## src/rtl/timer_pkg.sv

```systemverilog
// Constants and carrier types for the general timer block.
// Assumes a single 20 MHz system clock and an AXI4-Lite register port.
package timer_pkg;

  // ----------------------------------------
  // Register offsets (byte addresses)
  // ----------------------------------------
  localparam logic [11:0] OFF_CONFIG = 12'h000;
  localparam logic [11:0] OFF_MODE = 12'h004;
  localparam logic [11:0] OFF_CONTROL = 12'h00C;
  localparam logic [11:0] OFF_MASK = 12'h018;
  localparam logic [11:0] OFF_RAW = 12'h01C;
  localparam logic [11:0] OFF_MASKED = 12'h020;
  localparam logic [11:0] OFF_CLEAR = 12'h024;
  localparam logic [11:0] OFF_LOAD = 12'h028;
  localparam logic [11:0] OFF_MATCH = 12'h030;
  localparam logic [11:0] OFF_PRESCALE = 12'h038;
  localparam logic [11:0] OFF_VALUE = 12'h048;

  // ----------------------------------------
  // Field encodings and positions
  // ----------------------------------------
  localparam logic [2:0] CFG_32BIT = 3'h0;
  localparam logic [2:0] CFG_RTC = 3'h1;
  localparam logic [2:0] CFG_16BIT = 3'h4;
  localparam logic [1:0] MODE_ONESHOT = 2'h1;
  localparam logic [1:0] MODE_PERIODIC = 2'h2;
  localparam logic [1:0] MODE_CAPTURE = 2'h3;
  localparam int MODE_CMR_BIT = 2;
  localparam int MODE_AMS_BIT = 3;
  localparam int CTL_EN_BIT = 0;
  localparam int CTL_EVT_LSB = 2;
  localparam int CTL_RTC_BIT = 4;
  localparam int CTL_INV_BIT = 6;
  localparam logic [1:0] EVT_RISE = 2'h0;
  localparam logic [1:0] EVT_FALL = 2'h1;
  localparam int FLG_TIMEOUT = 0;
  localparam int FLG_CMATCH = 1;
  localparam int FLG_CEVENT = 2;
  localparam int FLG_RTC = 3;

  // ----------------------------------------
  // Reset values and counts
  // ----------------------------------------
  localparam logic [31:0] LOAD_RST = 32'hFFFFFFFF;
  localparam logic [31:0] MATCH_RST = 32'hFFFFFFFF;
  localparam logic [31:0] COUNT_RST = 32'hFFFFFFFF;
  localparam logic [31:0] RTC_START = 32'h00000001;
  localparam int RTC_DIV_DEFAULT = 32768;
  localparam logic [1:0] RESP_OKAY = 2'h0;
  localparam logic [1:0] RESP_SLVERR = 2'h2;

  // ----------------------------------------
  // Carrier
  // ----------------------------------------
  typedef struct packed {
    logic rise;
    logic fall;
  } edge_t;

endpackage

```

## src/rtl/edge_sense.sv

```systemverilog
// Edge qualifier for the capture/compare pin.
// Assumes the pin is already synchronous to aclk.
`timescale 1ns/1ps
module edge_sense (
  input wire logic aclk,
  input wire logic aresetn,
  input wire logic pin,
  output timer_pkg::edge_t edges
);

  typedef struct packed {
    logic [2:0] smp;
  } sense_t;

  sense_t q;
  sense_t d;

  // ----------------------------------------
  // Sampling
  // ----------------------------------------
  always_comb begin
    d = q;
    d.smp = {q.smp[1:0], pin};
  end

  always_ff @(posedge aclk) begin
    if (!aresetn) begin
      q <= '0;
    end else begin
      q <= d;
    end
  end

  // New level must be seen on two samples before the edge counts
  assign edges.rise = q.smp[0] & q.smp[1] & ~q.smp[2];
  assign edges.fall = ~q.smp[0] & ~q.smp[1] & q.smp[2];

endmodule

```

## src/rtl/general_timer_module.sv

```systemverilog
// General timer with edge count, edge time, PWM, one-shot/periodic and RTC.
// Assumes an AXI4-Lite master on aclk and a pin synchronous to aclk.
//
// How it works
// Edge input must hold two clocks
// Prescaler unused in capture and PWM
// Capture select 0 gives edge counting
// Each qualifying edge decrements counter once
// Count reaching match sets match flag
// Match reloads, clears enable, ignores edges
// Capture select 1 gives free-running down-counter
// Selected edge captures count, sets flag
// Edge time keeps counting, reloads at zero
// Captured value held until next edge
// PWM needs alternate, capture, mode codes
// PWM counts down, reloads, no flags
// PWM active at load, inactive at match
// Invert bit flips PWM polarity
// Software enables peripheral clock first
// Software sequence for 32-bit timer
// One-shot stops, periodic keeps counting
// Write one clears status flags
// Software sequence for RTC use
// RTC needs 32.768 kHz on pin
// RTC match sets flag, keeps counting
// Software sequence for 16-bit timer
// Capture modes use mode field three
// Load write while running applies next cycle (only in edge time, PWM and timed modes; edge count and RTC keep the count)
// Edges found by comparing held samples
//
// The register offsets and the AXI4-Lite slave port are this design's own decisions.
`timescale 1ns/1ps
module general_timer_module #(
  parameter int RTC_DIV = timer_pkg::RTC_DIV_DEFAULT
) (
  input wire logic aclk,
  input wire logic aresetn,
  input wire logic [11:0] s_axi_awaddr,
  input wire logic s_axi_awvalid,
  output logic s_axi_awready,
  input wire logic [31:0] s_axi_wdata,
  input wire logic [3:0] s_axi_wstrb,
  input wire logic s_axi_wvalid,
  output logic s_axi_wready,
  output logic [1:0] s_axi_bresp,
  output logic s_axi_bvalid,
  input wire logic s_axi_bready,
  input wire logic [11:0] s_axi_araddr,
  input wire logic s_axi_arvalid,
  output logic s_axi_arready,
  output logic [31:0] s_axi_rdata,
  output logic [1:0] s_axi_rresp,
  output logic s_axi_rvalid,
  input wire logic s_axi_rready,
  input wire logic capture_compare_pin_in,
  output logic capture_compare_pin_out,
  output logic capture_compare_pin_oe
);

  // ----------------------------------------
  // Parameter check
  // ----------------------------------------
  if (RTC_DIV < 2) begin : g_bad_div
    $error("RTC_DIV must be at least 2");
  end

  // ----------------------------------------
  // State
  // ----------------------------------------
  typedef struct packed {
    logic awready;
    logic wready;
    logic arready;
    logic aw_have;
    logic w_have;
    logic bvalid;
    logic rvalid;
    logic [11:0] awaddr;
    logic [31:0] wdata;
    logic [3:0] wstrb;
    logic [1:0] bresp;
    logic [1:0] rresp;
    logic [31:0] rdata;
    logic [2:0] timer_config_register;
    logic [3:0] timer_mode_register;
    logic [6:0] timer_control_register;
    logic [3:0] interrupt_mask_register;
    logic [3:0] raw_status_register;
    logic [31:0] interval_load_register;
    logic [31:0] match_register;
    logic [7:0] prescale_register;
    logic [31:0] count;
    logic [7:0] pre_count;
    logic [31:0] captured;
    logic [31:0] rtc_div;
    logic pwm_active;
    logic pwm_out;
    logic pwm_oe;
  } state_t;

  localparam state_t STATE_RST = '{
    interval_load_register: timer_pkg::LOAD_RST,
    match_register: timer_pkg::MATCH_RST,
    count: timer_pkg::COUNT_RST,
    captured: timer_pkg::COUNT_RST,
    awready: 1'b1,
    wready: 1'b1,
    arready: 1'b1,
    default: '0
  };

  state_t q;
  state_t d;
  timer_pkg::edge_t edges;

  // ----------------------------------------
  // Helpers
  // ----------------------------------------
  function automatic logic [31:0] merge(input logic [31:0] old, input logic [31:0] val,
                                        input logic [3:0] strb);
    logic [31:0] res;
    res = old;
    for (int i = 0; i < 4; i++) begin
      if (strb[i]) begin
        res[i*8 +: 8] = val[i*8 +: 8];
      end
    end
    return res;
  endfunction

  function automatic logic edge_hit(input timer_pkg::edge_t e, input logic [1:0] sel);
    logic hit;
    unique case (sel)
      timer_pkg::EVT_RISE: hit = e.rise;
      timer_pkg::EVT_FALL: hit = e.fall;
      default: hit = e.rise | e.fall;
    endcase
    return hit;
  endfunction

  edge_sense u_edge (
    .aclk(aclk),
    .aresetn(aresetn),
    .pin(capture_compare_pin_in),
    .edges(edges)
  );

  // ----------------------------------------
  // Next state
  // ----------------------------------------
  always_comb begin
    logic [31:0] wv;
    logic [31:0] rd;
    logic [11:0] wa;
    logic [11:0] ra;
    logic [3:0] set_flags;
    logic [3:0] clr_flags;
    logic load_written;
    logic en;
    logic is16;
    logic is32;
    logic isrtc;
    logic cmr;
    logic ams;
    logic [1:0] mfield;
    logic ecount;
    logic etime;
    logic pwm;
    logic timed;
    logic hit;
    logic [31:0] reload;
    logic [31:0] cur;
    logic [31:0] mval;
    logic zero;
    wv = '0;
    rd = '0;
    wa = '0;
    ra = '0;
    set_flags = '0;
    clr_flags = '0;
    load_written = 1'b0;
    d = q;

    // AXI write channels, taken in either order
    if (s_axi_awvalid && q.awready) begin
      d.aw_have = 1'b1;
      d.awaddr = s_axi_awaddr;
    end
    if (s_axi_wvalid && q.wready) begin
      d.w_have = 1'b1;
      d.wdata = s_axi_wdata;
      d.wstrb = s_axi_wstrb;
    end
    if (q.bvalid && s_axi_bready) begin
      d.bvalid = 1'b0;
    end
    if (d.aw_have && d.w_have && !q.bvalid) begin
      d.aw_have = 1'b0;
      d.w_have = 1'b0;
      d.bvalid = 1'b1;
      d.bresp = timer_pkg::RESP_OKAY;
      wa = {d.awaddr[11:2], 2'b00};
      unique case (wa)
        timer_pkg::OFF_CONFIG: begin
          wv = merge({29'h0, q.timer_config_register}, d.wdata, d.wstrb);
          d.timer_config_register = wv[2:0];
        end
        timer_pkg::OFF_MODE: begin
          wv = merge({28'h0, q.timer_mode_register}, d.wdata, d.wstrb);
          d.timer_mode_register = wv[3:0];
        end
        timer_pkg::OFF_CONTROL: begin
          wv = merge({25'h0, q.timer_control_register}, d.wdata, d.wstrb);
          d.timer_control_register = wv[6:0];
        end
        timer_pkg::OFF_MASK: begin
          wv = merge({28'h0, q.interrupt_mask_register}, d.wdata, d.wstrb);
          d.interrupt_mask_register = wv[3:0];
        end
        timer_pkg::OFF_CLEAR: begin
          wv = merge(32'h0, d.wdata, d.wstrb);
          clr_flags = wv[3:0];
        end
        timer_pkg::OFF_LOAD: begin
          d.interval_load_register = merge(q.interval_load_register, d.wdata, d.wstrb);
          load_written = 1'b1;
        end
        timer_pkg::OFF_MATCH: begin
          d.match_register = merge(q.match_register, d.wdata, d.wstrb);
        end
        timer_pkg::OFF_PRESCALE: begin
          wv = merge({24'h0, q.prescale_register}, d.wdata, d.wstrb);
          d.prescale_register = wv[7:0];
        end
        timer_pkg::OFF_RAW, timer_pkg::OFF_MASKED, timer_pkg::OFF_VALUE: begin
          d.bresp = timer_pkg::RESP_OKAY;
        end
        default: begin
          d.bresp = timer_pkg::RESP_SLVERR;
        end
      endcase
    end
    d.awready = !d.aw_have && !d.bvalid;
    d.wready = !d.w_have && !d.bvalid;

    // Mode decode from the settled register values
    en = q.timer_control_register[timer_pkg::CTL_EN_BIT];
    is16 = q.timer_config_register == timer_pkg::CFG_16BIT;
    is32 = q.timer_config_register == timer_pkg::CFG_32BIT;
    isrtc = q.timer_config_register == timer_pkg::CFG_RTC;
    cmr = q.timer_mode_register[timer_pkg::MODE_CMR_BIT];
    ams = q.timer_mode_register[timer_pkg::MODE_AMS_BIT];
    mfield = q.timer_mode_register[1:0];
    ecount = is16 && mfield == timer_pkg::MODE_CAPTURE && !cmr;
    etime = is16 && mfield == timer_pkg::MODE_CAPTURE && cmr;
    pwm = is16 && ams && !cmr && mfield == timer_pkg::MODE_PERIODIC;
    timed = (is32 || (is16 && !ams)) &&
            (mfield == timer_pkg::MODE_ONESHOT || mfield == timer_pkg::MODE_PERIODIC);
    hit = edge_hit(edges, q.timer_control_register[timer_pkg::CTL_EVT_LSB +: 2]);
    reload = is16 ? {16'h0, q.interval_load_register[15:0]} : q.interval_load_register;
    cur = is16 ? {16'h0, q.count[15:0]} : q.count;
    mval = is16 ? {16'h0, q.match_register[15:0]} : q.match_register;
    zero = cur == 32'h0;

    // ----------------------------------------
    // Counter engine
    // ----------------------------------------
    if (!en) begin
      // Idle counter tracks its start value so enable starts from it
      d.count = isrtc ? timer_pkg::RTC_START : reload;
      d.pre_count = q.prescale_register;
      d.rtc_div = '0;
      d.pwm_active = 1'b0;
    end else if (ecount) begin
      if (hit) begin
        if (cur - 32'h1 == mval) begin
          set_flags[timer_pkg::FLG_CMATCH] = 1'b1;
          d.count = reload;
          d.timer_control_register[timer_pkg::CTL_EN_BIT] = 1'b0;
        end else begin
          d.count = cur - 32'h1;
        end
      end
    end else if (etime) begin
      if (hit) begin
        d.captured = cur;
        set_flags[timer_pkg::FLG_CEVENT] = 1'b1;
      end
      d.count = zero ? reload : cur - 32'h1;
    end else if (pwm) begin
      d.count = zero ? reload : cur - 32'h1;
      if (cur == reload) begin
        d.pwm_active = 1'b1;
      end else if (cur == mval) begin
        d.pwm_active = 1'b0;
      end
    end else if (timed) begin
      if (is16 && q.pre_count != 8'h0) begin
        d.pre_count = q.pre_count - 8'h1;
      end else begin
        d.pre_count = q.prescale_register;
        if (zero) begin
          d.count = reload;
          set_flags[timer_pkg::FLG_TIMEOUT] = 1'b1;
          if (mfield == timer_pkg::MODE_ONESHOT) begin
            d.timer_control_register[timer_pkg::CTL_EN_BIT] = 1'b0;
          end
        end else begin
          d.count = cur - 32'h1;
        end
      end
    end else if (isrtc) begin
      // Rising edges of the slow input are divided down to one tick
      if (edges.rise) begin
        if (q.rtc_div == 32'(RTC_DIV - 1)) begin
          d.rtc_div = '0;
          if (q.count == q.match_register) begin
            d.count = '0;
            set_flags[timer_pkg::FLG_RTC] = 1'b1;
          end else begin
            d.count = q.count + 32'h1;
          end
        end else begin
          d.rtc_div = q.rtc_div + 32'h1;
        end
      end
    end

    // A new load value while running in edge time, PWM or timed mode replaces the count next cycle
    if (load_written && en && (etime || pwm || timed)) begin
      d.count = is16 ? {16'h0, d.interval_load_register[15:0]}
                     : d.interval_load_register;
    end

    // Hardware set wins over a simultaneous software clear
    d.raw_status_register = (q.raw_status_register & ~clr_flags) | set_flags;

    // ----------------------------------------
    // Pin drive
    // ----------------------------------------
    d.pwm_oe = pwm;
    d.pwm_out = d.pwm_active ^ d.timer_control_register[timer_pkg::CTL_INV_BIT];

    // ----------------------------------------
    // AXI read channel
    // ----------------------------------------
    if (q.rvalid && s_axi_rready) begin
      d.rvalid = 1'b0;
    end
    if (s_axi_arvalid && q.arready) begin
      d.rvalid = 1'b1;
      d.rresp = timer_pkg::RESP_OKAY;
      ra = {s_axi_araddr[11:2], 2'b00};
      unique case (ra)
        timer_pkg::OFF_CONFIG: rd = {29'h0, q.timer_config_register};
        timer_pkg::OFF_MODE: rd = {28'h0, q.timer_mode_register};
        timer_pkg::OFF_CONTROL: rd = {25'h0, q.timer_control_register};
        timer_pkg::OFF_MASK: rd = {28'h0, q.interrupt_mask_register};
        timer_pkg::OFF_RAW: rd = {28'h0, q.raw_status_register};
        timer_pkg::OFF_MASKED: begin
          rd = {28'h0, q.raw_status_register & q.interrupt_mask_register};
        end
        timer_pkg::OFF_CLEAR: rd = 32'h0;
        timer_pkg::OFF_LOAD: rd = q.interval_load_register;
        timer_pkg::OFF_MATCH: rd = q.match_register;
        timer_pkg::OFF_PRESCALE: rd = {24'h0, q.prescale_register};
        timer_pkg::OFF_VALUE: rd = etime ? q.captured : cur;
        default: begin
          rd = 32'h0;
          d.rresp = timer_pkg::RESP_SLVERR;
        end
      endcase
      d.rdata = rd;
    end
    d.arready = !d.rvalid;
  end

  always_ff @(posedge aclk) begin
    if (!aresetn) begin
      q <= STATE_RST;
    end else begin
      q <= d;
    end
  end

  // ----------------------------------------
  // Outputs, all from flops
  // ----------------------------------------
  assign s_axi_awready = q.awready;
  assign s_axi_wready = q.wready;
  assign s_axi_bvalid = q.bvalid;
  assign s_axi_bresp = q.bresp;
  assign s_axi_arready = q.arready;
  assign s_axi_rvalid = q.rvalid;
  assign s_axi_rdata = q.rdata;
  assign s_axi_rresp = q.rresp;
  assign capture_compare_pin_out = q.pwm_out;
  assign capture_compare_pin_oe = q.pwm_oe;

endmodule

```

## config.mk

```make
export PLATFORM = sky130hd
export DESIGN_NAME = general_timer_module
export DESIGN_NICKNAME = d
export VERILOG_FILES = /design/src/rtl/timer_pkg.sv /design/src/rtl/edge_sense.sv /design/src/rtl/general_timer_module.sv
export SDC_FILE = /design/constraint.sdc
export NUM_CORES = 1
export LEC_CHECK = 0
export BUFFER_PORTS_ARGS = -buffer_cell sky130_fd_sc_hd__buf_4
export CAP_MARGIN = 20
export CORE_AREA = 2 2 242 125
export CTS_CLUSTER_SIZE = 30
export DETAILED_ROUTE_END_ITERATION = 8
export DIE_AREA = 0 0 244 127
export MAX_ROUTING_LAYER = met4
export PLACE_DENSITY = 0.78
export SYNTH_ARGS = -nofsm -noshare
export SYNTH_HDL_FRONTEND = slang
export SYNTH_SLANG_ARGS = --single-unit
export TNS_END_PERCENT = 1
```

## constraint.sdc

```tcl
create_clock -name aclk -period 4.4 [get_ports aclk]
set_clock_uncertainty 0.1 [all_clocks]
set_input_delay 0.66 -clock aclk [delete_from_list [all_inputs] [get_ports aclk]]
set_output_delay 0.66 -clock aclk [all_outputs]
set_load 0.03 [all_outputs]
```

==> results.cfg, run 1 <==
[detailed_routing]
detail_route.wl_per_cell_microns = 22.05
drtIter0Drc = 2104
wl_microns = 57370
drt-pass1-iter-count = 6
vias = 16840
antenna_left = 0
route.detailed.drc = 0
viasPerCell = 6.471

[cts]
htree_num_levels = 1
numCtsBuffers = 26
root_buffer = clkbuf_16
postCtsSetupRepairBufs = 0
clockBufferDepth = 3
ctsResizeCount = 0
cts_hold_buf = 0
path_clk_slew_ps = 70
clkSinkCount = 291
cts_tree = yes
clk_latency_ps = 590

[placed_design]
place_congestion = 1.074
place_ws_ps = 278.2
placed_area_sq_um = 18180
post-dp-hpwl_microns = 41580
io_buffers = 104

[yosys]
synthCells = 2157
synth_area_sq_um = 17030
ys_warn_count = 0
synth_edf_count = 0
synth-async-reset-ratio = 0
synth_top_cell_area_share = 0.3420
yosys.area.top_type = dfxtp_1
synth.distinct_cells = 90
ys_top_cells_by_area = dfxtp_1 (34%), nand2_1 (6.8%), mux2i_1 (5.9%)
yosysSeqAreaShare = 0.3420
syn_area_per_cell_sq_um = 7.896
synth.most_common_cell = nand2_1
ys_seq_elements = 291
synth_commonest_cells = nand2_1 (309), dfxtp_1 (291), nor2_1 (222)
dominantRegCellSynth = dfxtp_1

[cells_and_area]
layout-area-overhead-vs-synth_pct = 12.08
nets = 2268
fin_util = 0.6655
diodes = 0
drive_above_1_share = 0.1470
stdcell_area_sq_um = 19090

[global_route]
grt_max_degree = 60
grt_pass1_wl_microns = 88520
grt_pass1_vias = 15450
grtUsageMet3 = 0.07290
grt_util_met2 = 0.5448
grt_busiest_layer = met2
track_usage = 0.3709
grt.met1_usage = 0.5245
gr-total-overflow = 0
antenna_found_initial = 0

[sta]
hold_viol_final = 0
setup_viol = 0
timing.fmax_ghz = 0.2331
tns_ps = 0
rsz0062_at_grt = no
layout_setup_ws_ps = 109.7
maxSlewHeadroom = 0.2815
tightest_slew_ps = 1074
post-route-min-period_ps = 4290
drv_slew = 0
period_share = 0.9751

[worst_hold_path]
hold_path.startpoint = capture_compare_pin_in
hp-class = input pin to flop

[power]
fin_total_pwr_mw = 6.041
powerDensity_nw_per_um2 = 316.4
vdd_drop_max_mv = 0.2946
leakagePower_nw = 7.743

[critical_path]
critPathKind = flop to flop
regToRegStartpoint = q[76]$_SDFFE_PN1P_
slowest_stage = nor4b_2
critPathBufInv = 2
endpoint_kind = flop
cp_cell_sequence = inv_1 > ha_1 > nor4b_2 > and4_1 > a211oi_1 > or4_1 > nor3_1 > nand3_2 > buf_4 > mux2i_1 > o31ai_1
crit_start = q[76]$_SDFFE_PN1P_
arrival_ps = 4660
cp-start-kind = flop
critPathTopFamily = simple AND/OR/NAND/NOR gates
cp_slowest_stage_delay_ps = 560
required_ps = 4770
timing.critical_path.fanout_max = 11

[die]
die_area_sq_um = 30990
num_rows = 44
core_area_sq_um = 28680
die-width_microns = 244
ios = 111
initial_core_util = 0.5938
die_h_microns = 127

[outcome]
status = finished, final reports clean

[run]
maxCapViolCount = 0
-- worst paths after layout --
path,slack (ps),to,cells past startpoint
max,110,q[77]$_SDFFE_PN1P_,11
min,210,u_edge.q[0]$_SDFF_PN0_,2
max reg2reg,110,q[77]$_SDFFE_PN1P_,11
min reg2reg,340,q[63]$_SDFFE_PN1P_,2
-- area by class of cell --
type / count / area (sq um)
clock buffers: 35 / 734.5
clock inverters: 13 / 176.4
fillers: 2495 / 9593
inverters: 26 / 97.59
multi-input cells: 1645 / 10240
flip-flops and latches: 291 / 5826
well taps: 391 / 489.2
repair buffers: 201 / 1521
-- cell usage in the layout, fill, tap and decap left out, types with 29 or more instances in the layout --
| master | Yosys | routed |
|---|---|---|
| nand2_1 | 309 | 309 |
| dfxtp_1 | 291 | 291 |
| nor2_1 | 222 | 220 |
| buf_4 | 38 | 200 |
| a21oi_1 | 107 | 107 |
| mux2i_1 | 101 | 101 |
| o21ai_0 | 99 | 99 |
| xor2_1 | 79 | 79 |
| nand3_1 | 72 | 72 |
| a221oi_1 | 46 | 46 |
| and2_1 | 47 | 45 |
| xnor2_1 | 45 | 45 |
| a211oi_1 | 45 | 45 |
| nor3_1 | 39 | 38 |
| mux2_2 | 33 | 33 |
| nand4_1 | 29 | 29 |
-- metrics by stage --
step	std cells	hold WS (ps)
CTS	2602	198.6
detailed placement	2554	333.6
finish	2602	213.0
global placement	2554	330.6
global route	2602	207.6
floorplan	2158	322.2
-- sequential cells by signal, summed over array words and instances, names as in the netlist --
| register | flops |
|---|---|
| capture_compare_pin_oe | 1 |
| capture_compare_pin_out | 1 |
| s_axi_bvalid | 1 |
| s_axi_awready | 1 |
| s_axi_wready | 1 |
| q | 247 |
| u_edge.q | 3 |
| s_axi_rvalid | 1 |
| s_axi_rresp | 1 |
| s_axi_arready | 1 |
| s_axi_bresp | 1 |
| s_axi_rdata | 32 |
-- where the power goes --
part	switching (mW)	internal [mW]	total (mW)
registers	0.0453	2.72	2.76
logic	0.482	0.304	0.787
clock network	1.08	1.41	2.49
total	1.61	4.43	6.04
-- layer usage --
layer	wire, microns	vias up
li1	-	7746
met1	24800	8050
met2	24450	953
met3	6792	89
met4	1330	0
met5	0	-
-- logic make-up after synthesis --
kind of cell | count (synthesis) | share of synthesized area
simple gates | 881 | 0.2470
compound gates | 486 | 0.1914
flops | 291 | 0.3420
buf+inv | 222 | 0.05840
mux | 138 | 0.08382
xor+xnor | 129 | 0.07045
fa+ha+maj | 9 | 0.006611
other cells | 1 | 0.0002202
No activity file was read; power rests on OpenSTA's default activity.
==> inputs of run 2 (changes only) <==
GPL_TIMING_DRIVEN = 1   (was not set)
RECOVER_POWER = 50   (was not set)
==> run 2 against run 1 <==
Against the previous run: the flow now finishes with violations (capacitance limit, slew limit); clock power is essentially flat; via count grew 0.23%; critical path depth did not move; hold slack gained 6.4 ps; sequential power is essentially flat; flip-flop and latch count stayed put; routed wire length decreased by 0.13%; sequential share of layout area is 0.34 points higher; count of clock-buffer cells in the layout stayed put; setup slack better by 21 ps; largest cell class unchanged.
==> results.cfg, run 2 (synthesis results as in run 1) <==
[cts]
cts_tree = yes
clk_latency_ps = 590
cts_hold_buf = 0
path_clk_slew_ps = 70
clockBufferDepth = 3
clkSinkCount = 291
root_buffer = clkbuf_16
numCtsBuffers = 26
postCtsSetupRepairBufs = 0
htree_num_levels = 1
ctsResizeCount = 0

[sta]
period_share = 0.9703
drv_slew = 159
post-route-min-period_ps = 4269
timing.fmax_ghz = 0.2342
tns_ps = 0
rsz0062_at_grt = no
tightest_slew_ps = 1824
setup_viol = 0
maxSlewHeadroom = -0.2158
hold_viol_final = 0

[cells_and_area]
top_register = q
final_cell_mix = nand2_1 (309), dfxtp_1 (291), nor2_1 (220)
diodes = 0
layout-area-overhead-vs-synth_pct = 10.86
seqCellArea_sq_um = 5826
drive_above_1_share = 0.1126
largest_reg_flops = 247
fill_cells = 2541
mostFrequentLayoutCell = nand2_1
multi_input_area_sq_um = 10240
nets = 2268

[critical_path]
critPathKind = flop to flop
r2r.worst_path.cells = 11
endpoint_kind = flop
cp_slowest_stage_delay_ps = 540
arrival_ps = 4640
cp_cell_sequence = inv_1 > ha_1 > nor4b_2 > and4_1 > a211oi_1 > or4_1 > nor3_1 > nand3_2 > buf_4 > mux2i_1 > o31ai_1
regToRegStartpoint = q[76]$_SDFFE_PN1P_
cp-start-kind = flop
slowest_stage = nor4b_2
required_ps = 4770
timing.critical_path.fanout_max = 11
reg2reg_slack_ps = 130
r2r_end = q[77]$_SDFFE_PN1P_

[power]
powerDensity_nw_per_um2 = 317.7
p_comb_frac = 0.125
fin_total_pwr_mw = 5.999
clockPowerShare = 0.415
vdd_drop_max_mv = 0.2924
p_sw_mw = 1.606
intPower_mw = 4.393
pwr-share-seq = 0.460
leakagePower_nw = 7.535
swShare = 0.2678

[placed_design]
io_buffers = 104
place_congestion = 1.074
post-dp-hpwl_microns = 41580

[detailed_routing]
viasPerCell = 6.486
vias = 16880
wl_microns = 57300
antenna_left = 0
detail_route.wl_per_cell_microns = 22.02
drt-pass1-iter-count = 6
drtIter0Drc = 2170
route.detailed.drc = 0

[global_route]
antenna_found_initial = 0
grt_pass1_wl_microns = 88520
gr-total-overflow = 0
track_usage = 0.3709
grt_max_degree = 60
grt_pass1_vias = 15450

[die]
die-width_microns = 244
die_area_sq_um = 30990
ios = 111
num_rows = 44
core_area_sq_um = 28680
die_h_microns = 127
initial_core_util = 0.5938

[worst_hold_path]
hp-class = input pin to flop
min_path_cells = 2
hold_end = u_edge.q[0]$_SDFF_PN0_
hold_path.startpoint = capture_compare_pin_in

[outcome]
status = complete, but fails checks
violations = capacitance limit, slew limit

[run]
maxCapViolCount = 5
==> run 2: changes by cell type in the layout (fill, tap and decap cells not counted), sizes merged <==
cell and change:
buf -54, clkbuf +54
==> run 2: metal layers <==
metal / track usage / part of all wire / vias up
met4: 0.08859 / 0.022 / 0
met1: 0.5245 / 0.44 / 8061
met2: 0.5448 / 0.43 / 976
li1: - / - / 7749
met3: 0.07290 / 0.11 / 90
met5: - / 0 / -
==> run 2: critical path, delay by kind of cell, from the launching register on <==
family                     cells  cell delay [ps]
muxes                          1              150
DFF                            1              450
adders and majority gates      1              330
AOI/OAI and AO/OA              2              410
and+or+nand+nor                5             2200
buffers and inverters          2              520
==> run 2: cell type report <==
cell class	instances	share of cell area
Clock inverter	13	0.009343
Multi-Input combinational cell	1645	0.5422
Inverter	26	0.005169
Sequential cell	291	0.3085
Timing Repair Buffer	201	0.06998
Tap cell	391	0.02591
Clock buffer	35	0.03890
==> run 2: worst max-delay path by stage <==
stage                              end                from
detailed placement  q[77]$_SDFFE_PN1P_  q[76]$_SDFFE_PN1P_
global placement    q[77]$_SDFFE_PN1P_  q[76]$_SDFFE_PN1P_
finish              q[77]$_SDFFE_PN1P_  q[76]$_SDFFE_PN1P_
global route        q[77]$_SDFFE_PN1P_  q[76]$_SDFFE_PN1P_
CTS                 q[77]$_SDFFE_PN1P_  q[76]$_SDFFE_PN1P_
floorplan           q[83]$_SDFFE_PN1P_  q[75]$_SDFFE_PN1P_
==> run 2: stage by stage <==
stage                     std cells    util  setup WS [ps]  cell area (sq um)  hold slack (ps)
final                          2602  0.6583          130.7              18880            219.5
after global routing           2602  0.6583          2.460              18880            207.6
after CTS                      2602  0.6655          253.3              19090            198.6
after detailed placement       2554  0.6338          278.2              18180            333.6
after global placement         2554  0.6338          363.1              18180            330.6
after floorplan                2158       -          915.8              17040            322.2
==> run 2: power groups by stage <==
stage / clock (mW) / sequential, mW / combinational, mW
2_1_floorplan: 0 / 2.82 / 0.527
3_3_place_gp: 0 / 2.82 / 0.759
3_5_place_dp: 0 / 2.82 / 0.769
4_1_cts: 2.49 / 2.76 / 0.774
5_1_grt: 2.62 / 2.77 / 0.806
6_report: 2.49 / 2.76 / 0.749
